File: config.mk
export PLATFORM = sky130hd
export DESIGN_NAME = sliu_top
export DESIGN_NICKNAME = d
export VERILOG_FILES = /design/src/design/sliu_pkg.sv /design/src/design/sliu_wake_if.sv /design/src/design/sliu_wake.sv /design/src/design/sliu_top.sv
export SDC_FILE = /design/constraint.sdc
export NUM_CORES = 1
export LEC_CHECK = 0
export ABC_CLOCK_PERIOD_IN_PS = 2100
export CAP_MARGIN = 10
export CORE_ASPECT_RATIO = 1.1
export CORE_MARGIN = 1
export CORE_UTILIZATION = 45
export CTS_BUF_LIST = sky130_fd_sc_hd__clkbuf_16
export CTS_CLUSTER_DIAMETER = 40
export DETAILED_ROUTE_END_ITERATION = 12
export DONT_BUFFER_PORTS = 1
export GPL_TIMING_DRIVEN = 0
export SYNTH_ARGS = -nofsm -noshare
export SYNTH_HDL_FRONTEND = slang
export SYNTH_SLANG_ARGS = --single-unit
export TNS_END_PERCENT = 30
File: constraint.sdc
create_clock -name clk_in -period 2.1 [get_ports clk_in]
set_input_delay 0.21 -clock clk_in [delete_from_list [all_inputs] [get_ports clk_in]]
set_output_delay 0.21 -clock clk_in [all_outputs]
set_load 0.01 [all_outputs]
File: src/design/sliu_pkg.sv
// Constants for the single-level interrupt unit: widths, latencies, field positions.
// Assumes one instruction clock; every latency below is in instruction cycles.
package sliu_pkg;
    localparam int PC_W = 12;
    localparam int DATA_W = 8;
    localparam int PIN_N = 8;
    localparam int TIMER_N = 2;
    localparam int CNT_W = 3;
    localparam logic [CNT_W-1:0] LAT_TICK_CYC = 3'h3;
    localparam logic [CNT_W-1:0] LAT_PIN_CYC = 3'h5;
    localparam logic [CNT_W-1:0] CNT_ONE = 3'h1;
    localparam logic [PC_W-1:0] PC_VECTOR = 12'h000;
    localparam logic [DATA_W-1:0] TICK_MAX = 8'hFF;
    localparam logic [DATA_W-1:0] DATA_ZERO = 8'h00;
    localparam logic [PIN_N-1:0] PINS_ZERO = 8'h00;
    localparam int PAGE_LSB = 5;
    localparam int PAGE_MSB = 7;
    localparam int OVF_FLAG_BIT = 7;
    localparam logic EDGE_RISE = 1'b0;

    typedef enum logic [1:0] {
        SLIU_IDLE = 2'b00,
        SLIU_WAIT = 2'b01,
        SLIU_SERVICE = 2'b10
    } sliu_state_t;
endpackage

File: src/design/sliu_wake_if.sv
// Carrier between the interrupt core and the pin wakeup sensing module.
// Assumes both ends run on the same instruction clock.
`timescale 1ns/100ps
interface sliu_wake_if;
    logic [sliu_pkg::PIN_N-1:0] pins;
    logic [sliu_pkg::PIN_N-1:0] enable;
    logic [sliu_pkg::PIN_N-1:0] edge_sel;
    logic xchg;
    logic [sliu_pkg::PIN_N-1:0] wdata;
    logic [sliu_pkg::PIN_N-1:0] flags;
    logic [sliu_pkg::PIN_N-1:0] hit;
    logic [sliu_pkg::PIN_N-1:0] rdata;

    modport core (output pins, output enable, output edge_sel, output xchg, output wdata,
                  input flags, input hit, input rdata);
    modport wake (input pins, input enable, input edge_sel, input xchg, input wdata,
                  output flags, output hit, output rdata);
endinterface

File: src/design/sliu_wake.sv
// Pin edge sensing with per-pin enable, edge select and sticky pending flags.
// Assumes pins are already synchronous to clk_in.
`timescale 1ns/100ps
module sliu_wake (
    input wire logic clk_in,
    input wire logic rstn_in,
    sliu_wake_if.wake wk
);
    logic [sliu_pkg::PIN_N-1:0] prev_q;
    logic armed_q;
    logic [sliu_pkg::PIN_N-1:0] flags_q;
    logic [sliu_pkg::PIN_N-1:0] rdata_q;

    // Selected edge per pin
    function automatic logic [sliu_pkg::PIN_N-1:0] sel_edge(
        input logic [sliu_pkg::PIN_N-1:0] now, input logic [sliu_pkg::PIN_N-1:0] old,
        input logic [sliu_pkg::PIN_N-1:0] sel);
        logic [sliu_pkg::PIN_N-1:0] r;
        r = ((now & ~old) & ~sel) | ((~now & old) & sel);
        return r;
    endfunction

    // Not armed on the first cycle, so reset value of prev_q fakes no edge
    assign wk.hit = armed_q ? (sel_edge(wk.pins, prev_q, wk.edge_sel) & wk.enable)
                            : sliu_pkg::PINS_ZERO;
    assign wk.flags = flags_q;
    assign wk.rdata = rdata_q;

    // Previous pin level
    always_ff @(posedge clk_in) begin
        if (!rstn_in) begin
            prev_q <= sliu_pkg::PINS_ZERO;
            armed_q <= 1'b0;
        end else begin
            prev_q <= wk.pins;
            armed_q <= 1'b1;
        end
    end

    // Pending flags; a new edge wins over the swap write
    always_ff @(posedge clk_in) begin
        if (!rstn_in) begin
            flags_q <= sliu_pkg::PINS_ZERO;
        end else if (wk.xchg) begin
            flags_q <= wk.wdata | wk.hit;
        end else begin
            flags_q <= flags_q | wk.hit;
        end
    end

    // Old flag contents returned by the swap
    always_ff @(posedge clk_in) begin
        if (!rstn_in) begin
            rdata_q <= sliu_pkg::PINS_ZERO;
        end else if (wk.xchg) begin
            rdata_q <= flags_q;
        end
    end
endmodule // sliu_wake

File: src/design/sliu_top.sv
// Interrupt unit top: tick counter, source gating, latency, context shadow and return.
// Assumes the core sequencer applies ctx outputs on the load pulses and
// holds pc/acc/status/fsr inputs valid for the current instruction.
`timescale 1ns/100ps
module sliu_top (
    input wire logic clk_in,
    input wire logic rstn_in,
    input wire logic powerdown_in,
    input wire logic tick_inc_in,
    input wire logic tick_load_in,
    input wire logic [sliu_pkg::DATA_W-1:0] tick_wdata_in,
    input wire logic tick_irq_enable_n_in,
    input wire logic tick_ovf_clr_in,
    input wire logic [sliu_pkg::PIN_N-1:0] pins_in,
    input wire logic [sliu_pkg::PIN_N-1:0] wake_enable_in,
    input wire logic [sliu_pkg::PIN_N-1:0] wake_edge_sel_in,
    input wire logic wake_xchg_in,
    input wire logic [sliu_pkg::TIMER_N-1:0] timer_irq_in,
    input wire logic [sliu_pkg::TIMER_N-1:0] timer_irq_en_in,
    input wire logic ret_in,
    input wire logic return_with_tick_adjust_in,
    input wire logic [sliu_pkg::PC_W-1:0] pc_in,
    input wire logic [sliu_pkg::DATA_W-1:0] acc_in,
    input wire logic [sliu_pkg::DATA_W-1:0] status_in,
    input wire logic [sliu_pkg::DATA_W-1:0] file_select_pointer_in,
    output logic [sliu_pkg::DATA_W-1:0] tick_count_out,
    output logic tick_overflow_flag_out,
    output logic [sliu_pkg::PIN_N-1:0] wakeup_pending_flags_out,
    output logic [sliu_pkg::PIN_N-1:0] wake_xchg_data_out,
    output logic vector_load_out,
    output logic return_load_out,
    output logic [sliu_pkg::PC_W-1:0] pc_out,
    output logic [sliu_pkg::DATA_W-1:0] acc_out,
    output logic [sliu_pkg::DATA_W-1:0] status_out,
    output logic [sliu_pkg::DATA_W-1:0] file_select_pointer_out,
    output logic in_service_out,
    output logic wake_reset_out
);
    sliu_wake_if wk ();

    sliu_pkg::sliu_state_t state_q;
    logic [sliu_pkg::CNT_W-1:0] cnt_q;
    logic [sliu_pkg::DATA_W-1:0] tick_q;
    logic tick_req_q;
    logic ovf_flag_q;
    logic [sliu_pkg::PC_W-1:0] sh_pc_q;
    logic [sliu_pkg::DATA_W-1:0] sh_acc_q;
    logic [sliu_pkg::DATA_W-1:0] sh_status_q;
    logic [sliu_pkg::DATA_W-1:0] sh_fsr_q;
    logic vec_q;
    logic ret_q;
    logic [sliu_pkg::PC_W-1:0] pc_q;
    logic [sliu_pkg::DATA_W-1:0] acc_q;
    logic [sliu_pkg::DATA_W-1:0] status_q;
    logic [sliu_pkg::DATA_W-1:0] fsr_q;
    logic wake_reset_q;

    logic tick_roll;
    logic tick_now;
    logic pin_now;
    logic pend_any;
    logic start;
    logic entry;
    logic ret_any;
    logic [sliu_pkg::CNT_W-1:0] lat_sel;

    // Status as seen after entry: page-select bits forced low
    function automatic logic [sliu_pkg::DATA_W-1:0] page_clear(
        input logic [sliu_pkg::DATA_W-1:0] st);
        logic [sliu_pkg::DATA_W-1:0] r;
        r = st;
        r[sliu_pkg::PAGE_MSB:sliu_pkg::PAGE_LSB] = '0;
        return r;
    endfunction

    assign wk.pins = pins_in;
    assign wk.enable = wake_enable_in;
    assign wk.edge_sel = wake_edge_sel_in;
    assign wk.xchg = wake_xchg_in;
    assign wk.wdata = acc_in;

    sliu_wake u_wake (
        .clk_in(clk_in),
        .rstn_in(rstn_in),
        .wk(wk.wake)
    );

    // Source gating; enables decide, not priority
    assign tick_roll = tick_inc_in && !return_with_tick_adjust_in && !tick_load_in
                       && (tick_q == sliu_pkg::TICK_MAX);
    assign tick_now = tick_roll && !tick_irq_enable_n_in;
    assign pin_now = (|wk.hit) && !powerdown_in;
    assign pend_any = tick_req_q || ((|(wk.flags & wake_enable_in)) && !powerdown_in)
                      || (|(timer_irq_in & timer_irq_en_in));
    // Any order: whichever is pending starts the same entry
    assign start = (state_q == sliu_pkg::SLIU_IDLE) && !powerdown_in
                   && (tick_now || pin_now || pend_any);
    // Fresh pin edge without a same-cycle enabled tick rollover uses the long path; older pending levels use the short one
    assign lat_sel = (pin_now && !tick_now) ? sliu_pkg::LAT_PIN_CYC
                                            : sliu_pkg::LAT_TICK_CYC;
    assign entry = (state_q == sliu_pkg::SLIU_WAIT) && (cnt_q == sliu_pkg::CNT_ONE);
    assign ret_any = (state_q == sliu_pkg::SLIU_SERVICE)
                     && (ret_in || return_with_tick_adjust_in);

    // Entry sequencing: idle, latency wait, service
    always_ff @(posedge clk_in) begin
        if (!rstn_in) begin
            state_q <= sliu_pkg::SLIU_IDLE;
            cnt_q <= '0;
        end else begin
            case (state_q)
                sliu_pkg::SLIU_IDLE: begin
                    if (start) begin
                        state_q <= sliu_pkg::SLIU_WAIT;
                        cnt_q <= lat_sel - sliu_pkg::CNT_ONE;
                    end
                end
                sliu_pkg::SLIU_WAIT: begin
                    cnt_q <= cnt_q - sliu_pkg::CNT_ONE;
                    if (entry) begin
                        state_q <= sliu_pkg::SLIU_SERVICE;
                    end
                end
                sliu_pkg::SLIU_SERVICE: begin
                    if (ret_any) begin
                        state_q <= sliu_pkg::SLIU_IDLE;
                    end
                end
                default: begin
                    state_q <= sliu_pkg::SLIU_IDLE;
                end
            endcase
        end
    end

    // Tick counter; adjusting return wraps quietly, load beats increment
    always_ff @(posedge clk_in) begin
        if (!rstn_in) begin
            tick_q <= sliu_pkg::DATA_ZERO;
        end else if (ret_any && return_with_tick_adjust_in) begin
            tick_q <= tick_q + acc_in;
        end else if (tick_load_in) begin
            tick_q <= tick_wdata_in;
        end else if (tick_inc_in) begin
            tick_q <= tick_q + 8'h01;
        end
    end

    // Tick request held until entry; a new rollover wins over the clear
    always_ff @(posedge clk_in) begin
        if (!rstn_in) begin
            tick_req_q <= 1'b0;
        end else if (tick_now) begin
            tick_req_q <= 1'b1;
        end else if (entry) begin
            tick_req_q <= 1'b0;
        end
    end

    // Overflow flag for software; set wins over clear
    always_ff @(posedge clk_in) begin
        if (!rstn_in) begin
            ovf_flag_q <= 1'b0;
        end else if (tick_roll) begin
            ovf_flag_q <= 1'b1;
        end else if (tick_ovf_clr_in) begin
            ovf_flag_q <= 1'b0;
        end
    end

    // One-entry shadow, separate from any call stack
    always_ff @(posedge clk_in) begin
        if (!rstn_in) begin
            sh_pc_q <= '0;
            sh_acc_q <= sliu_pkg::DATA_ZERO;
            sh_status_q <= sliu_pkg::DATA_ZERO;
            sh_fsr_q <= sliu_pkg::DATA_ZERO;
        end else if (entry) begin
            sh_pc_q <= pc_in;
            sh_acc_q <= acc_in;
            sh_status_q <= status_in;
            sh_fsr_q <= file_select_pointer_in;
        end
    end

    // Context outputs: vector on entry, shadow contents on return
    always_ff @(posedge clk_in) begin
        if (!rstn_in) begin
            vec_q <= 1'b0;
            ret_q <= 1'b0;
            pc_q <= '0;
            acc_q <= sliu_pkg::DATA_ZERO;
            status_q <= sliu_pkg::DATA_ZERO;
            fsr_q <= sliu_pkg::DATA_ZERO;
        end else begin
            vec_q <= entry;
            ret_q <= ret_any;
            if (entry) begin
                pc_q <= sliu_pkg::PC_VECTOR;
                acc_q <= acc_in;
                status_q <= page_clear(status_in);
                fsr_q <= file_select_pointer_in;
            end else if (ret_any) begin
                pc_q <= sh_pc_q;
                acc_q <= sh_acc_q;
                status_q <= sh_status_q;
                fsr_q <= sh_fsr_q;
            end
        end
    end

    // Power-down wake: reset request instead of interrupt
    always_ff @(posedge clk_in) begin
        if (!rstn_in) begin
            wake_reset_q <= 1'b0;
        end else begin
            wake_reset_q <= powerdown_in && (|wk.hit);
        end
    end

    assign tick_count_out = tick_q;
    assign tick_overflow_flag_out = ovf_flag_q;
    assign wakeup_pending_flags_out = wk.flags;
    assign wake_xchg_data_out = wk.rdata;
    assign vector_load_out = vec_q;
    assign return_load_out = ret_q;
    assign pc_out = pc_q;
    assign acc_out = acc_q;
    assign status_out = status_q;
    assign file_select_pointer_out = fsr_q;
    assign in_service_out = (state_q == sliu_pkg::SLIU_SERVICE);
    assign wake_reset_out = wake_reset_q;
endmodule // sliu_top

==> out/results.ini <==
[run_status]
status = completed

[final_layout]
num_antenna_cells = 0
fin_util = 0.591
layout-drive-gt1-share = 0.112
area_growth_pct = 25.8
final_nets = 757
fin_cells = 824

[routing]
vias = 4397
ant_nets = 0
drcViolationCount = 0
drt-wirelength-per-cell_um = 17.2
first_pass_iters = 5
first_iter_violations = 161
routed_wl_um = 14200
vias_per_cell = 5.34

[timing]
relSlewSlack = 0.515
period_minus_slack_ps = 2060
slew_viol_final = 0
rsz0062_at_grt = true
fmax_ghz = 0.486
worst_pin_slew_ps = 728
final_hold_viol_count = 0
skew_ps = 8.06
finalSetupTns_ps = 0
period_share = 0.980
hold_ws_ps = 17.3
setup_viol = 0

[setup_path]
cp-end-kind = register
path_max_fanout = 6
max_stage_delay_ps = 390
start_kind = register
critical_path.cell_chain = ha_2 -> and3_4 -> nand3_2 -> nor4_4 -> and2b_2 -> o31ai_4 -> and3_1 -> o21a_1
worstPathArrival_ps = 2360
crit_type = register to register
slowest_stage = dfxtp_4
worstPathRequired_ps = 2400

[clock_tree]
clock_latency_ps = 410
cts_buffer_depth = 2
cts_max_level = 4
post-cts-setup-buffers = 0
cts_tree = done
cts_inserted_buffers = 17
path_clk_slew_ps = 60
root_buffer = clkbuf_16
clock-sinks = 115

[grt]
grt_overflow = 0
grt_max_degree = 17
antenna_found_initial = 0
grt_pass1_wl_um = 22700
grt_use_total = 0.244
first_global_vias = 4470

[die]
ios = 147
die_w_um = 104
fp.dieH_um = 115
initial_core_util = 0.470
die_area_mm2 = 0.0120
core_area_mm2 = 0.0111
num_rows = 40

[logic_synthesis]
syn_avg_cell_area_um2 = 8.69
synth-edff-count = 0
synth-async-reset-ratio = 0
synthAdderAreaFrac = 0.0279
synth_top_family_by_area = simple AND/OR/NAND/NOR gates
synthDominantCellAreaShare = 0.443
synth_xor_area_frac = 0.0236
synth-simple-area-share = 0.238
synthCells = 598
muxShareOfSynthArea = 0.0347
ys_warn_count = 0
synth_area_mm2 = 0.00520
synth_top_cell_by_area = dfxtp_1
ys_ff_latch = 115
synth_area_leaders = dfxtp_1 44%, nand2_1 12%, a21boi_0 5.6%
synth_compound_gate_area_share = 0.198
seq_area_frac_synth = 0.443
synth_nets = 691
yosysUniqueCellTypes = 55
synth-main-ff-cell = dfxtp_1

[power_and_ir_drop]
peakVddDrop_v = 0.000418
powerDensity_mw_per_mm2 = 918
leakage_nw = 2.61
p_total_mw = 6.00

[worst_hold_path]
hold_class = primary input to register

[placed_design]
hpwl_um = 10100
port-buffer-count = 0
gp_congestion = 0.809
dp_cells = 745

[run]
maxCapViolCount = 0

[worst paths after layout]
| kind | cells after the start | slack (ps) | from | end |
|---|---|---|---|---|
| worst max-delay path | 8 | 40 | tick_count_out[1] | cnt_q[0] |
| worst min-delay path | 2 | 20 | tick_wdata_in[2] | tick_count_out[2] |
| worst max register to register | 8 | 40 | tick_count_out[1] | cnt_q[0] |
| worst min register to register | 2 | 450 | sh_pc_q[10] | pc_out[10] |
[per-stage QoR]
stage	cell area (um^2)	worst slack, ps
2_1_floorplan	5200	99.9
3_3_place_gp	5380	-132
3_5_place_dp	5380	-136
4_1_cts	6510	6.88
5_1_grt	6540	-83.3
6_report	6540	42.9
[layout by cell type, fill, tap and decap left out, types with 9 or more instances in the layout]
cell type and instances:
dlygate4sd3_1 47, mux2i_1 9, nor2b_1 13, nand2_1 168, a21boi_0 39, and2_1 10, a21oi_1 26, o21a_1 12
clkbuf_1 26, ha_1 9, o211a_1 21, dfxtp_1 112, clkbuf_16 17, nand3_1 25
[worst max-delay path, delay by kind of cell (launching register included)]
| family | cells | cell delay (ps) |
|---|---|---|
| adder cells (fa/ha/maj) | 1 | 200 |
| AO/OA/AOI/OAI | 2 | 290 |
| flip-flops | 1 | 390 |
| AND/OR/NAND/NOR | 5 | 1070 |
[synth_stat cells (2+ instances only)]
library cell	count
ha_1	10
a211oi_1	2
clkbuf_1	29
o22ai_1	2
xor2_1	6
o211a_1	21
a21oi_2	6
o21ai_0	7
buf_2	4
mux2_2	8
dfxtp_1	115
or3b_1	8
and3_1	3
a22o_1	2
nor3_1	4
mux2i_1	9
a21o_1	2
buf_1	2
a21boi_0	39
o221ai_1	3
o21a_1	12
nor4_4	2
inv_1	8
and2_1	10
nand2b_1	3
a21oi_1	27
nand2_1	168
nand3_1	25
o21bai_1	2
xnor2_1	8
nor2b_1	13
nand3b_1	8
nor2_1	8
[cell families (layout without fill, tap and decap cells)]
kind of cell,count (synthesis),count (layout)
adder cells (fa/ha/maj),11,11
flip-flops,115,115
multiplexers,17,17
buffers and inverters,45,124
AO/OA/AOI/OAI,134,134
XOR/XNOR,14,14
AND/OR/NAND/NOR,262,262
[final cells by class]
| class | instances | area (um^2) |
|---|---|---|
| fill | 1011 | 4520 |
| sequential | 115 | 2310 |
| buffer | 36 | 150 |
| clock buffer | 17 | 425 |
| clock inverter | 15 | 208 |
| inverter | 9 | 33.8 |
| timing repair buffer | 47 | 470 |
| multi-input combinational | 438 | 2750 |
| tap | 147 | 184 |
[layer usage]
| layer | part of all wire | track usage | up-vias |
|---|---|---|---|
| met5 | 0 | 0 | - |
| met4 | 0.0093 | 0.0733 | 0 |
| met3 | 0.073 | 0.0916 | 10 |
| met2 | 0.49 | 0.423 | 139 |
| met1 | 0.42 | 0.281 | 2063 |
| li1 | - | - | 2185 |
[power breakdown]
group	switching [mW]	internal (mW)	leakage (nW)	total [mW]
clock network	1.08	2.00	0.296	3.08
registers	0.0995	2.27	0.937	2.37
logic	0.280	0.272	1.37	0.551
total	1.46	4.54	2.61	6.00
[repair_timing]
| action | 4_1_cts | 5_1_grt |
|---|---|---|
| hold buffers | 47 | 0 |
| pin swaps | 0 | 1 |
| hold endpoints to repair | 68 | 0 |
| endpoints found under the setup margin | 5 | 75 |
| gates resized for setup | 8 | 11 |
Power figures use the tool's default switching activity.
